**src/shared/crbm_pkg.sv**
```systemverilog
package crbm_pkg;
	localparam int ADDR_W = 12;
	localparam int BYTE_W = 8;
	localparam int PC_W = 15;
	localparam int PTR_W = 16;
	localparam int BANK_W = 5;
	localparam int SLOT_W = 7;

	// register offsets as seen in the last bank; only the low SLOT_W bits decode
	localparam logic [ADDR_W-1:0] OFF_WINDOW0 = 12'hf80;
	localparam logic [ADDR_W-1:0] OFF_WINDOW1 = 12'hf81;
	localparam logic [ADDR_W-1:0] OFF_PC_LOW = 12'hf82;
	localparam logic [ADDR_W-1:0] OFF_STATUS = 12'hf83;
	localparam logic [ADDR_W-1:0] OFF_PTR0_LOW = 12'hf84;
	localparam logic [ADDR_W-1:0] OFF_PTR0_HIGH = 12'hf85;
	localparam logic [ADDR_W-1:0] OFF_PTR1_LOW = 12'hf86;
	localparam logic [ADDR_W-1:0] OFF_PTR1_HIGH = 12'hf87;
	localparam logic [ADDR_W-1:0] OFF_BANK_SEL = 12'hf88;
	localparam logic [ADDR_W-1:0] OFF_WORKING = 12'hf89;
	localparam logic [ADDR_W-1:0] OFF_PC_LATCH = 12'hf8a;
	localparam logic [ADDR_W-1:0] OFF_IRQ_CTRL = 12'hf8b;
	localparam logic [ADDR_W-1:0] OFF_GROUP_LAST = 12'hf9f;

	// status field positions
	localparam int ST_TIMEOUT = 4;
	localparam int ST_POWERDOWN = 3;
	localparam int ST_ZERO = 2;
	localparam int ST_DIGIT_CARRY = 1;
	localparam int ST_CARRY = 0;

	// implemented-bit masks
	localparam logic [BYTE_W-1:0] STATUS_MASK = 8'h1f;
	localparam logic [BYTE_W-1:0] STATUS_SW_MASK = 8'h07;
	localparam logic [BYTE_W-1:0] BANK_MASK = 8'h1f;
	localparam logic [BYTE_W-1:0] LATCH_MASK = 8'h7f;
	localparam logic [BYTE_W-1:0] IRQ_KEEP_MASK = 8'h01;

	// reset values
	localparam logic [BYTE_W-1:0] RST_ZERO = 8'h00;
	localparam logic [BYTE_W-1:0] RST_STATUS_POR = 8'h18;
	localparam logic [BYTE_W-1:0] RST_IRQ = 8'h00;
	localparam logic [PC_W-1:0] RST_PC = 15'h0000;
endpackage : crbm_pkg

```
**src/verilog/crbm_ptr_pair.sv**
```systemverilog
module crbm_ptr_pair (
	input wire logic sys_clk, // core clock
	input wire logic rst_n, // power-on / brown-out reset
	input wire logic warm_reset, // any other reset, one-cycle pulse
	input wire logic wr_low, // write strobe, low byte
	input wire logic wr_high, // write strobe, high byte
	input wire logic [crbm_pkg::BYTE_W-1:0] wdata, // write data
	output logic [crbm_pkg::BYTE_W-1:0] low_reg, // low pointer byte
	output logic [crbm_pkg::BYTE_W-1:0] high_reg // high pointer byte
);
	import crbm_pkg::*;

	// low byte survives warm resets, so a pointer set up before a watchdog trip keeps its low byte; the high byte clears
	always_ff @(posedge sys_clk or negedge rst_n) begin
		if (!rst_n) begin
			low_reg <= RST_ZERO;
		end else if (wr_low) begin
			low_reg <= wdata;
		end
	end

	always_ff @(posedge sys_clk or negedge rst_n) begin
		if (!rst_n) begin
			high_reg <= RST_ZERO;
		end else if (warm_reset) begin
			high_reg <= RST_ZERO;
		end else if (wr_high) begin
			high_reg <= wdata;
		end
	end
endmodule : crbm_ptr_pair

```
**src/verilog/crbm_pc_unit.sv**
```systemverilog
module crbm_pc_unit (
	input wire logic sys_clk, // core clock
	input wire logic rst_n, // power-on / brown-out reset
	input wire logic warm_reset, // any other reset, one-cycle pulse
	input wire logic wr_pc_low, // software write of the low byte
	input wire logic wr_latch, // software write of the high latch
	input wire logic [crbm_pkg::BYTE_W-1:0] wdata, // write data
	input wire logic pc_step, // core advances the counter by one
	input wire logic pc_jump, // core loads a full target
	input wire logic [crbm_pkg::PC_W-1:0] pc_target, // jump target
	output logic [crbm_pkg::PC_W-1:0] pc_reg, // program counter
	output logic [crbm_pkg::BYTE_W-1:0] latch_reg // high latch, bit 7 always zero
);
	import crbm_pkg::*;

	always_ff @(posedge sys_clk or negedge rst_n) begin
		if (!rst_n) begin
			latch_reg <= RST_ZERO;
		end else if (warm_reset) begin
			latch_reg <= RST_ZERO;
		end else if (wr_latch) begin
			latch_reg <= wdata & LATCH_MASK;
		end
	end

	// a software write beats the core's own step or jump in the same cycle
	always_ff @(posedge sys_clk or negedge rst_n) begin
		if (!rst_n) begin
			pc_reg <= RST_PC;
		end else if (warm_reset) begin
			pc_reg <= RST_PC;
		end else if (wr_pc_low) begin
			pc_reg <= {latch_reg[PC_W-BYTE_W-1:0], wdata};
		end else if (pc_jump) begin
			pc_reg <= pc_target;
		end else if (pc_step) begin
			pc_reg <= pc_reg + 15'h0001;
		end
	end
endmodule : crbm_pc_unit

```
**src/verilog/crbm_core_regs.sv**
```systemverilog
module crbm_core_regs (
	input wire logic sys_clk, // core clock, 250 MHz
	input wire logic rst_n, // power-on / brown-out reset, async
	input wire logic warm_reset, // other reset, one-cycle pulse
	input wire logic cause_load, // load timeout/powerdown from cause
	input wire logic cause_timeout, // timeout value to load
	input wire logic cause_powerdown, // powerdown value to load
	input wire logic [crbm_pkg::ADDR_W-1:0] core_addr, // data-memory address
	input wire logic core_rd, // read request
	input wire logic core_wr, // write request
	input wire logic [crbm_pkg::BYTE_W-1:0] core_wdata, // write data
	input wire logic [2:0] alu_flag_we, // per-flag update: zero, digit carry, carry
	input wire logic [2:0] alu_flags, // new zero, dc, carry
	input wire logic [2:0] irq_event, // hardware sets of the low irq flags
	input wire logic pc_step, // advance program counter
	input wire logic pc_jump, // load program counter
	input wire logic [crbm_pkg::PC_W-1:0] pc_target, // jump target
	input wire logic [crbm_pkg::BYTE_W-1:0] ind_mem_rdata, // memory data for window read
	output logic [crbm_pkg::BYTE_W-1:0] core_rdata_reg, // read data
	output logic core_rvalid_reg, // read data valid pulse
	output logic core_hit_reg, // last access fell in the core group
	output logic [crbm_pkg::PTR_W-1:0] ind_mem_addr_reg, // window target address
	output logic ind_mem_rd_reg, // window read pulse
	output logic ind_mem_wr_reg, // window write pulse
	output logic [crbm_pkg::BYTE_W-1:0] ind_mem_wdata_reg, // window write data
	output logic [crbm_pkg::BANK_W-1:0] bank_sel_reg, // bank for direct addressing
	output logic [crbm_pkg::BYTE_W-1:0] working_reg, // working accumulator
	output logic [crbm_pkg::PC_W-1:0] pc_out_reg, // program counter
	output logic [crbm_pkg::BYTE_W-1:0] status_reg, // status flags
	output logic [crbm_pkg::BYTE_W-1:0] irq_ctrl_reg // interrupt control
);
	import crbm_pkg::*;

	logic [SLOT_W-1:0] slot;
	logic in_group;
	logic sel_win0, sel_win1, sel_pc_low, sel_status, sel_p0l, sel_p0h;
	logic sel_p1l, sel_p1h, sel_bank, sel_work, sel_latch, sel_irq;
	logic [BYTE_W-1:0] p0_low, p0_high, p1_low, p1_high, latch_val;
	logic [PC_W-1:0] pc_val;
	logic [BYTE_W-1:0] rdata_next;
	logic ind_pend_reg;
	logic win_rd, win_wr;
	logic [PTR_W-1:0] win_addr;

	// bank bits are ignored so every bank sees the same group
	assign slot = core_addr[SLOT_W-1:0];
	assign in_group = (slot <= OFF_GROUP_LAST[SLOT_W-1:0]);
	assign sel_win0 = (slot == OFF_WINDOW0[SLOT_W-1:0]);
	assign sel_win1 = (slot == OFF_WINDOW1[SLOT_W-1:0]);
	assign sel_pc_low = (slot == OFF_PC_LOW[SLOT_W-1:0]);
	assign sel_status = (slot == OFF_STATUS[SLOT_W-1:0]);
	assign sel_p0l = (slot == OFF_PTR0_LOW[SLOT_W-1:0]);
	assign sel_p0h = (slot == OFF_PTR0_HIGH[SLOT_W-1:0]);
	assign sel_p1l = (slot == OFF_PTR1_LOW[SLOT_W-1:0]);
	assign sel_p1h = (slot == OFF_PTR1_HIGH[SLOT_W-1:0]);
	assign sel_bank = (slot == OFF_BANK_SEL[SLOT_W-1:0]);
	assign sel_work = (slot == OFF_WORKING[SLOT_W-1:0]);
	assign sel_latch = (slot == OFF_PC_LATCH[SLOT_W-1:0]);
	assign sel_irq = (slot == OFF_IRQ_CTRL[SLOT_W-1:0]);

	// windows hold nothing: they just steer an access through a pointer pair
	assign win_rd = core_rd && (sel_win0 || sel_win1);
	assign win_wr = core_wr && (sel_win0 || sel_win1);
	assign win_addr = sel_win1 ? {p1_high, p1_low} : {p0_high, p0_low};

	crbm_ptr_pair u_ptr0 (
		.sys_clk(sys_clk),
		.rst_n(rst_n),
		.warm_reset(warm_reset),
		.wr_low(core_wr && sel_p0l),
		.wr_high(core_wr && sel_p0h),
		.wdata(core_wdata),
		.low_reg(p0_low),
		.high_reg(p0_high)
	);

	crbm_ptr_pair u_ptr1 (
		.sys_clk(sys_clk),
		.rst_n(rst_n),
		.warm_reset(warm_reset),
		.wr_low(core_wr && sel_p1l),
		.wr_high(core_wr && sel_p1h),
		.wdata(core_wdata),
		.low_reg(p1_low),
		.high_reg(p1_high)
	);

	crbm_pc_unit u_pc (
		.sys_clk(sys_clk),
		.rst_n(rst_n),
		.warm_reset(warm_reset),
		.wr_pc_low(core_wr && sel_pc_low),
		.wr_latch(core_wr && sel_latch),
		.wdata(core_wdata),
		.pc_step(pc_step),
		.pc_jump(pc_jump),
		.pc_target(pc_target),
		.pc_reg(pc_val),
		.latch_reg(latch_val)
	);

	always_ff @(posedge sys_clk or negedge rst_n) begin
		if (!rst_n) begin
			pc_out_reg <= RST_PC;
		end else begin
			pc_out_reg <= pc_val;
		end
	end

	always_ff @(posedge sys_clk or negedge rst_n) begin
		if (!rst_n) begin
			bank_sel_reg <= RST_ZERO[BANK_W-1:0];
		end else if (warm_reset) begin
			bank_sel_reg <= RST_ZERO[BANK_W-1:0];
		end else if (core_wr && sel_bank) begin
			bank_sel_reg <= core_wdata[BANK_W-1:0];
		end
	end

	always_ff @(posedge sys_clk or negedge rst_n) begin
		if (!rst_n) begin
			working_reg <= RST_ZERO;
		end else if (core_wr && sel_work) begin
			working_reg <= core_wdata;
		end
	end

	// alu flag updates win over a software write of the same bit;
	// timeout and powerdown are never software-writable
	always_ff @(posedge sys_clk or negedge rst_n) begin
		if (!rst_n) begin
			status_reg <= RST_STATUS_POR;
		end else begin
			if (warm_reset || cause_load) begin
				status_reg[ST_TIMEOUT] <= cause_timeout;
				status_reg[ST_POWERDOWN] <= cause_powerdown;
			end
			if (alu_flag_we[2]) begin
				status_reg[ST_ZERO] <= alu_flags[2];
			end else if (core_wr && sel_status && !warm_reset) begin
				status_reg[ST_ZERO] <= core_wdata[ST_ZERO];
			end
			if (alu_flag_we[1]) begin
				status_reg[ST_DIGIT_CARRY] <= alu_flags[1];
			end else if (core_wr && sel_status && !warm_reset) begin
				status_reg[ST_DIGIT_CARRY] <= core_wdata[ST_DIGIT_CARRY];
			end
			if (alu_flag_we[0]) begin
				status_reg[ST_CARRY] <= alu_flags[0];
			end else if (core_wr && sel_status && !warm_reset) begin
				status_reg[ST_CARRY] <= core_wdata[ST_CARRY];
			end
			status_reg[BYTE_W-1:ST_TIMEOUT+1] <= 3'h0;
		end
	end

	// low three flags are set by hardware; a set in the clearing cycle wins
	always_ff @(posedge sys_clk or negedge rst_n) begin
		if (!rst_n) begin
			irq_ctrl_reg <= RST_IRQ;
		end else if (warm_reset) begin
			irq_ctrl_reg <= (irq_ctrl_reg & IRQ_KEEP_MASK) | {5'h00, irq_event};
		end else if (core_wr && sel_irq) begin
			irq_ctrl_reg <= core_wdata | {5'h00, irq_event};
		end else begin
			irq_ctrl_reg <= irq_ctrl_reg | {5'h00, irq_event};
		end
	end

	always_comb begin
		rdata_next = RST_ZERO;
		if (!in_group) begin
			rdata_next = RST_ZERO;
		end else if (sel_pc_low) begin
			rdata_next = pc_val[BYTE_W-1:0];
		end else if (sel_status) begin
			rdata_next = status_reg & STATUS_MASK;
		end else if (sel_p0l) begin
			rdata_next = p0_low;
		end else if (sel_p0h) begin
			rdata_next = p0_high;
		end else if (sel_p1l) begin
			rdata_next = p1_low;
		end else if (sel_p1h) begin
			rdata_next = p1_high;
		end else if (sel_bank) begin
			rdata_next = {3'h0, bank_sel_reg};
		end else if (sel_work) begin
			rdata_next = working_reg;
		end else if (sel_latch) begin
			rdata_next = latch_val & LATCH_MASK;
		end else if (sel_irq) begin
			rdata_next = irq_ctrl_reg;
		end else begin
			rdata_next = RST_ZERO;
		end
	end

	always_ff @(posedge sys_clk or negedge rst_n) begin
		if (!rst_n) begin
			ind_mem_addr_reg <= {PTR_W{1'b0}};
			ind_mem_rd_reg <= 1'b0;
			ind_mem_wr_reg <= 1'b0;
			ind_mem_wdata_reg <= RST_ZERO;
		end else begin
			ind_mem_rd_reg <= win_rd;
			ind_mem_wr_reg <= win_wr;
			if (win_rd || win_wr) begin
				ind_mem_addr_reg <= win_addr;
				ind_mem_wdata_reg <= core_wdata;
			end
		end
	end

	// a window read answers one cycle later than a plain register read
	always_ff @(posedge sys_clk or negedge rst_n) begin
		if (!rst_n) begin
			ind_pend_reg <= 1'b0;
			core_rdata_reg <= RST_ZERO;
			core_rvalid_reg <= 1'b0;
			core_hit_reg <= 1'b0;
		end else begin
			ind_pend_reg <= win_rd;
			if (ind_pend_reg) begin
				core_rdata_reg <= ind_mem_rdata;
				core_rvalid_reg <= 1'b1;
			end else if (core_rd && !win_rd) begin
				core_rdata_reg <= rdata_next;
				core_rvalid_reg <= 1'b1;
			end else begin
				core_rvalid_reg <= 1'b0;
			end
			if (core_rd || core_wr) begin
				core_hit_reg <= in_group;
			end
		end
	end
endmodule : crbm_core_regs

```
**config.mk**
```make
export PLATFORM = sky130hd
export DESIGN_NAME = crbm_core_regs
export DESIGN_NICKNAME = d
export VERILOG_FILES = /design/src/shared/crbm_pkg.sv /design/src/verilog/crbm_ptr_pair.sv /design/src/verilog/crbm_pc_unit.sv /design/src/verilog/crbm_core_regs.sv
export SDC_FILE = /design/constraint.sdc
export NUM_CORES = 1
export LEC_CHECK = 0
export BUFFER_PORTS_ARGS = -buffer_cell sky130_fd_sc_hd__clkbuf_2
export CAP_MARGIN = 10
export CORE_MARGIN = 1.5
export CORE_UTILIZATION = 55
export DETAILED_ROUTE_END_ITERATION = 8
export PLACE_DENSITY = 0.81
export SYNTH_ARGS = -nofsm -noshare
export SYNTH_HDL_FRONTEND = slang
export SYNTH_SLANG_ARGS = --single-unit
```
**constraint.sdc**
```tcl
create_clock -name sys_clk -period 2.1 [get_ports sys_clk]
set_clock_uncertainty 0.1 [all_clocks]
set_input_delay 0 -clock sys_clk [delete_from_list [all_inputs] [get_ports sys_clk]]
set_output_delay 0 -clock sys_clk [all_outputs]
set_load 0.02 [all_outputs]
```
* After elaboration in Yosys (flattened, before gate mapping)
Cells that the tools add are included.
Word-level totals: bits in registers 131, input port bits 62, output and inout bits 80, word-level logic and storage cells 103
Operators by class: add/sub/neg operators 1, $lt $le $gt $ge 1, equal/unequal tests 11, mux-type cells 36, bitwise gates (word level) 3, reductions and logical operators 30
Operators with widths (count):
- 8-bit 2-to-1 mux | 19
- 15-bit 2-to-1 mux | 4
- 7-bit by 3-bit equality test with 1-bit output, second input constant | 4
- 7-bit by 4-bit equality test with 1-bit output, second input constant | 4
- 16-bit 2-to-1 mux | 1
- 8-bit by 3-bit OR with 8-bit output | 2
- 2-bit nonzero test | 8
- 15-bit by 1-bit adder with 15-bit output, second input constant | 1
- 7-bit by 2-bit equality test with 1-bit output, second input constant | 2
- 1-bit logical AND | 14
- 7-bit 2-to-1 mux | 2
- 5-bit 2-to-1 mux | 2
- 1-bit 2-to-1 mux | 8
- 7-bit by 1-bit equality test with 1-bit output, second input constant | 1
- 7-bit by 5-bit less-or-equal comparator with 1-bit output, second input constant | 1
- 7-bit zero test | 1
- 1-bit logical OR | 4
- 4-bit nonzero test | 1
- 1-bit by 3-bit OR with 3-bit output | 1
- 1-bit zero test | 2

* Logic depth before layout (Yosys ltp)
word-level depth 14, mapped depth 8, gate-level depth less buffers 6

* Modules after synthesis
From an unflattened synthesis, not the netlist that was laid out.
Unflattened totals: cells, all modules 620, area, all modules 6785.3 µm²
Modules (own cells, without submodules):
- crbm_core_regs | times used 1, cells each 364, area an instance 3983.8 µm²
- crbm_pc_unit | times used 1, cells each 170, area an instance 1487.7 µm²
- crbm_ptr_pair | times used 2, cells each 43, area an instance 656.9 µm²

* Worst setup path after synthesis
OpenSTA, ideal clock, no wires.
path type input to register, start in core_addr[2] (netlist bit), end reg u_pc.pc_reg[11] (netlist bit), data arrival time 1.527 ns, data required time 1.860 ns, path slack 0.334 ns, stages on the path 7, path buffers 2, path through or4_1 > buf_4 > or3_1 > buf_4 > and3_1 > a21oi_1 > o22ai_1
On the way: word-level cells in the longest chain between the ends 4, elaborated cells on any way between the ends 5, those cells by class eq/ne: 1; mux: 2; reduce/logical: 2
RTL lines:
- start, declared | RTL line crbm_core_regs.sv:8 | input wire logic [crbm_pkg::ADDR_W-1:0] core_addr,
- 7-bit by 2-bit equality test with 1-bit output * | RTL line crbm_core_regs.sv:50 | assign sel_pc_low = (slot == OFF_PC_LOW[SLOT_W-1:0]);
- 1-bit logical AND * | RTL line crbm_core_regs.sv:92 | .wr_pc_low(core_wr && sel_pc_low),
- 15-bit 2-to-1 mux | RTL line crbm_pc_unit.sv:32 | end else if (wr_pc_low) begin
- 15-bit 2-to-1 mux | RTL line crbm_pc_unit.sv:30 | end else if (warm_reset) begin
- end signal, assigned | RTL line crbm_pc_unit.sv:33 | pc_reg <= {latch_reg[PC_W-BYTE_W-1:0], wdata};
- end signal, assigned | RTL line crbm_pc_unit.sv:35 | pc_reg <= pc_target;
- end signal, assigned | RTL line crbm_pc_unit.sv:37 | pc_reg <= pc_reg + 15'h0001;
- end, declared | RTL line crbm_pc_unit.sv:11 | output logic [crbm_pkg::PC_W-1:0] pc_reg,
Mark *: on every way between the ends. The rest lies on a longest branch, timed or not. A chain may end at the register's enable or synchronous reset.

* Final worst setup path
start in core_addr[6] (netlist bit), end reg u_pc.pc_reg[0] (netlist bit)
Same word-level chain as after synthesis.

==> flow_summary.yaml <==
final_layout:
  finalNonFillerCells: 958
  final_util_pct: 74.36
  largest_reg_flops: 16
  nNetsFinal: 865
  num_antenna_cells: 0
  syn_to_final_growth_pct: 31.34
  nFillCells: 765
  drive_gt1_share_pct: 31.66
floorplan:
  design.die.area_sq_um: 12470
  die_h_um: 111.7
  coreArea_sq_um: 11470
  start_util_pct: 56.62
  io_pins: 142
  dieWidth_um: 111.7
  rows: 39
outcome:
  outcome: "finished, final reports clean"
logic_synthesis:
  syn_inst: 610
  synthFlopType: "dfrtp_1"
  seq_area_frac_synth_pct: 50.53
  ys_warn_count: 0
  ys_seq_elements: 131
  synth_edf_count: 0
  synth_cell_types: 59
  syn_area_sq_um: 6492
  ys_async_sr_fraction_pct: 100.0
  syn_avg_cell_area_sq_um: 10.64
route:
  drt_iter0_markers: 487
  drc: 0
  viasPerCell: 5.961
  dr_total_vias: 5711
  drt_pass1_iterations: 5
  final_antenna_net_count: 0
  wire_per_inst_um: 20.37
  drt_wl_total_um: 19510
power_and_ir_drop:
  leakagePower_uw: 0.004133
  peakVddDrop_mv: 0.6455
  p_int_uw: 4759
  pwr-share-clk_pct: 44.6
  p_seq_share_pct: 42.7
  switching_share_pct: 26.08
  power.density_nw_per_um2: 755.0
  p_comb_share_pct: 12.7
  power_switching_uw: 1679
clock_tree:
  cts_max_path_buffers: 2
  clkSlewWorstSetupHoldPaths_ns: 0.06
  root_buffer: "clkbuf_16"
  cts_tree: "done"
  cts.sinks: 131
  numCtsBuffers: 17
  h-tree-depth: 4
  cts_setup_buffers: 0
  clk-insertion-delay-late_ns: 0.42
worst_hold_path:
  min_path_type: "primary input to asynchronous set/reset pin"
timing:
  slew_violations: 0
  setup_tns_ns: 0
  fin_crit_sh_pct: 95.70
  setup_viol: 0
  rsz0062_at_grt: "false"
  fin_crit_ns: 2.010
  timing.final.ws_setup_ns: 0.09038
  tightest_slew_ns: 0.6049
  max_clock_freq_mhz: 497.6
  whs_ns: 0.03731
  slew-limit-headroom_pct: 59.67
  hold_viol: 0
global_routing:
  first_global_vias: 5765
  grt_usage_pct: 32.63
  antenna_found_initial: 0
  grt_max_degree: 52
  grt_pass1_wl_um: 31330
  grt-ovfl-total: 0
run:
  cap_viol_max_count: 0
placed_design:
  pre_cts_slack_ns: 0.03120
  gp_congestion: 0.9463
  hpwl_um: 13300
  post-place-cells: 871
  port_buffers: 133
critical_path:
  cpPeakStageDelay_ns: 0.60
  crit_fanout: 12
  crit_type: "primary input to flop"
  crit_path_start_kind: "primary input"
  crit_path_end_kind: "flop"
  critPathArrivalTime_ns: 2.21
  cpMaxStageDelayCell: "or4_4"
  worstPathRequired_ns: 2.30
  path_cells: "clkbuf_2, or4_4, or3_1, buf_4, nand2_1, a21oi_1, dlygate4sd3_1"
-- routing by layer --
metal	routed length, um	global-route usage [%]	share of wire [%]
met2	9239	51.91	47
met4	506	12.49	2.6
met1	7989	43.60	41
met5	0	0	0
met3	1778	7.893	9.1
-- final timing paths --
| check | startpoint | to | slack (ns) | depth (start not counted) |
|---|---|---|---|---|
| worst max register to register | u_pc.pc_reg[0] | u_pc.pc_reg[0] | 0.23 | 6 |
| worst min-delay path | rst_n | ind_mem_wdata_reg[6] | 0.04 | 2 |
| max in group asynchronous | rst_n | u_pc.pc_reg[5] | 1.17 | 3 |
| worst min register to register | u_pc.pc_reg[12] | pc_out_reg[12] | 0.35 | 0 |
| worst max-delay path | core_addr[6] | u_pc.pc_reg[0] | 0.09 | 7 |
| min in group sys_clk | core_wr | core_hit_reg | 0.05 | 3 |
-- synthesized netlist by cell type, drive strengths merged (6+ instances only) --
cell    number  area (sq um)
a211oi       8         80.08
a21oi       24         127.6
and3         7         43.79
buf         20         136.4
clkbuf      29         110.1
dfrtp      129          3228
inv          7         26.28
mux2        40         450.4
mux2i       60         600.6
nand2       62         232.7
nand3       19         100.1
nand4       10         62.56
nor2        59         226.5
nor3         8         51.30
o21ai       39         195.2
o221ai       6         52.55
o22ai        6         37.54
xnor2        8         70.07
xor2         6         52.55
-- cell type report --
| type | count | area (sq um) | share of cell area [%] |
|---|---|---|---|
| Clock inverter | 14 | 138.9 | 1.629 |
| Tap cell | 143 | 178.9 | 2.098 |
| Clock buffer | 18 | 439.2 | 5.150 |
| Sequential cell | 131 | 3281 | 38.47 |
| Timing Repair Buffer | 220 | 1509 | 17.70 |
| Multi-Input combinational cell | 425 | 2954 | 34.64 |
| Inverter | 7 | 26.28 | 0.3081 |
-- cell families (layout without fill, tap and decap cells) --
family	Yosys count	count (layout)	share of synthesized area, %
mux	105	105	17.92
buf+inv	56	259	4.201
compound gates	112	112	11.26
flops	131	131	50.53
simple gates	190	190	13.95
fa+ha+maj	1	1	0.1927
other cells	1	3	0.05776
xor+xnor	14	14	1.889
-- power by group through the flow --
stage	sequential, uW	clock, uW	combinational (uW)
detailed placement	2790	0	717
finish	2750	2870	816
global placement	2780	0	697
floorplan	2870	0	299
global route	2760	3010	876
CTS	2740	2920	808
-- layout by cell type (no fill, tap or decap), types with 3 or more instances in the layout --
| cell | netlist | layout |
|---|---|---|
| a211oi_1 | 4 | 4 |
| a211oi_2 | 4 | 4 |
| a21o_1 | 4 | 4 |
| a21oi_1 | 22 | 22 |
| a22oi_1 | 5 | 5 |
| and2_1 | 3 | 3 |
| and3_1 | 7 | 7 |
| buf_12 | 1 | 4 |
| buf_4 | 5 | 29 |
| clkbuf_16 | 0 | 17 |
| clkbuf_2 | 1 | 131 |
| clkinv_2 | 0 | 5 |
| clkinvlp_4 | 0 | 6 |
| conb_1 | 1 | 3 |
| dfrtp_1 | 129 | 129 |
| dlygate4sd3_1 | 0 | 55 |
| inv_1 | 7 | 7 |
| mux2_2 | 40 | 40 |
| mux2i_1 | 60 | 60 |
| mux4_2 | 5 | 5 |
| nand2_1 | 62 | 62 |
| nand2b_1 | 4 | 4 |
| nand3_1 | 18 | 18 |
| nand4_1 | 10 | 10 |
| nor2_1 | 57 | 57 |
| nor2b_1 | 4 | 4 |
| nor3_1 | 7 | 7 |
| nor4_1 | 4 | 4 |
| o21ai_0 | 23 | 23 |
| o21ai_1 | 16 | 15 |
| o21bai_1 | 3 | 3 |
| o221ai_1 | 6 | 6 |
| o22ai_1 | 6 | 6 |
| or3_1 | 3 | 3 |
| xnor2_1 | 8 | 8 |
| xor2_1 | 6 | 6 |
-- what timing repair did --
action                     4_1_cts  5_1_grt
setup endpoints to repair        0        5
hold endpoints to repair       203        0
gates resized for setup          0        2
hold buffers                    55        0
-- stage by stage --
step | instance area [sq um] | power [uW]
finish | 8527 | 6438
global route | 8527 | 6652
CTS | 8523 | 6471
detailed placement | 7395 | 3504
global placement | 7395 | 3475
floorplan | 6500 | 3170
-- critical path, delay by kind of cell --
| family | cells | cell delay [ns] |
|---|---|---|
| simple gates | 3 | 1.19 |
| buf+inv | 3 | 0.95 |
| compound gates | 1 | 0.07 |
(Power assumes the default switching activity.)
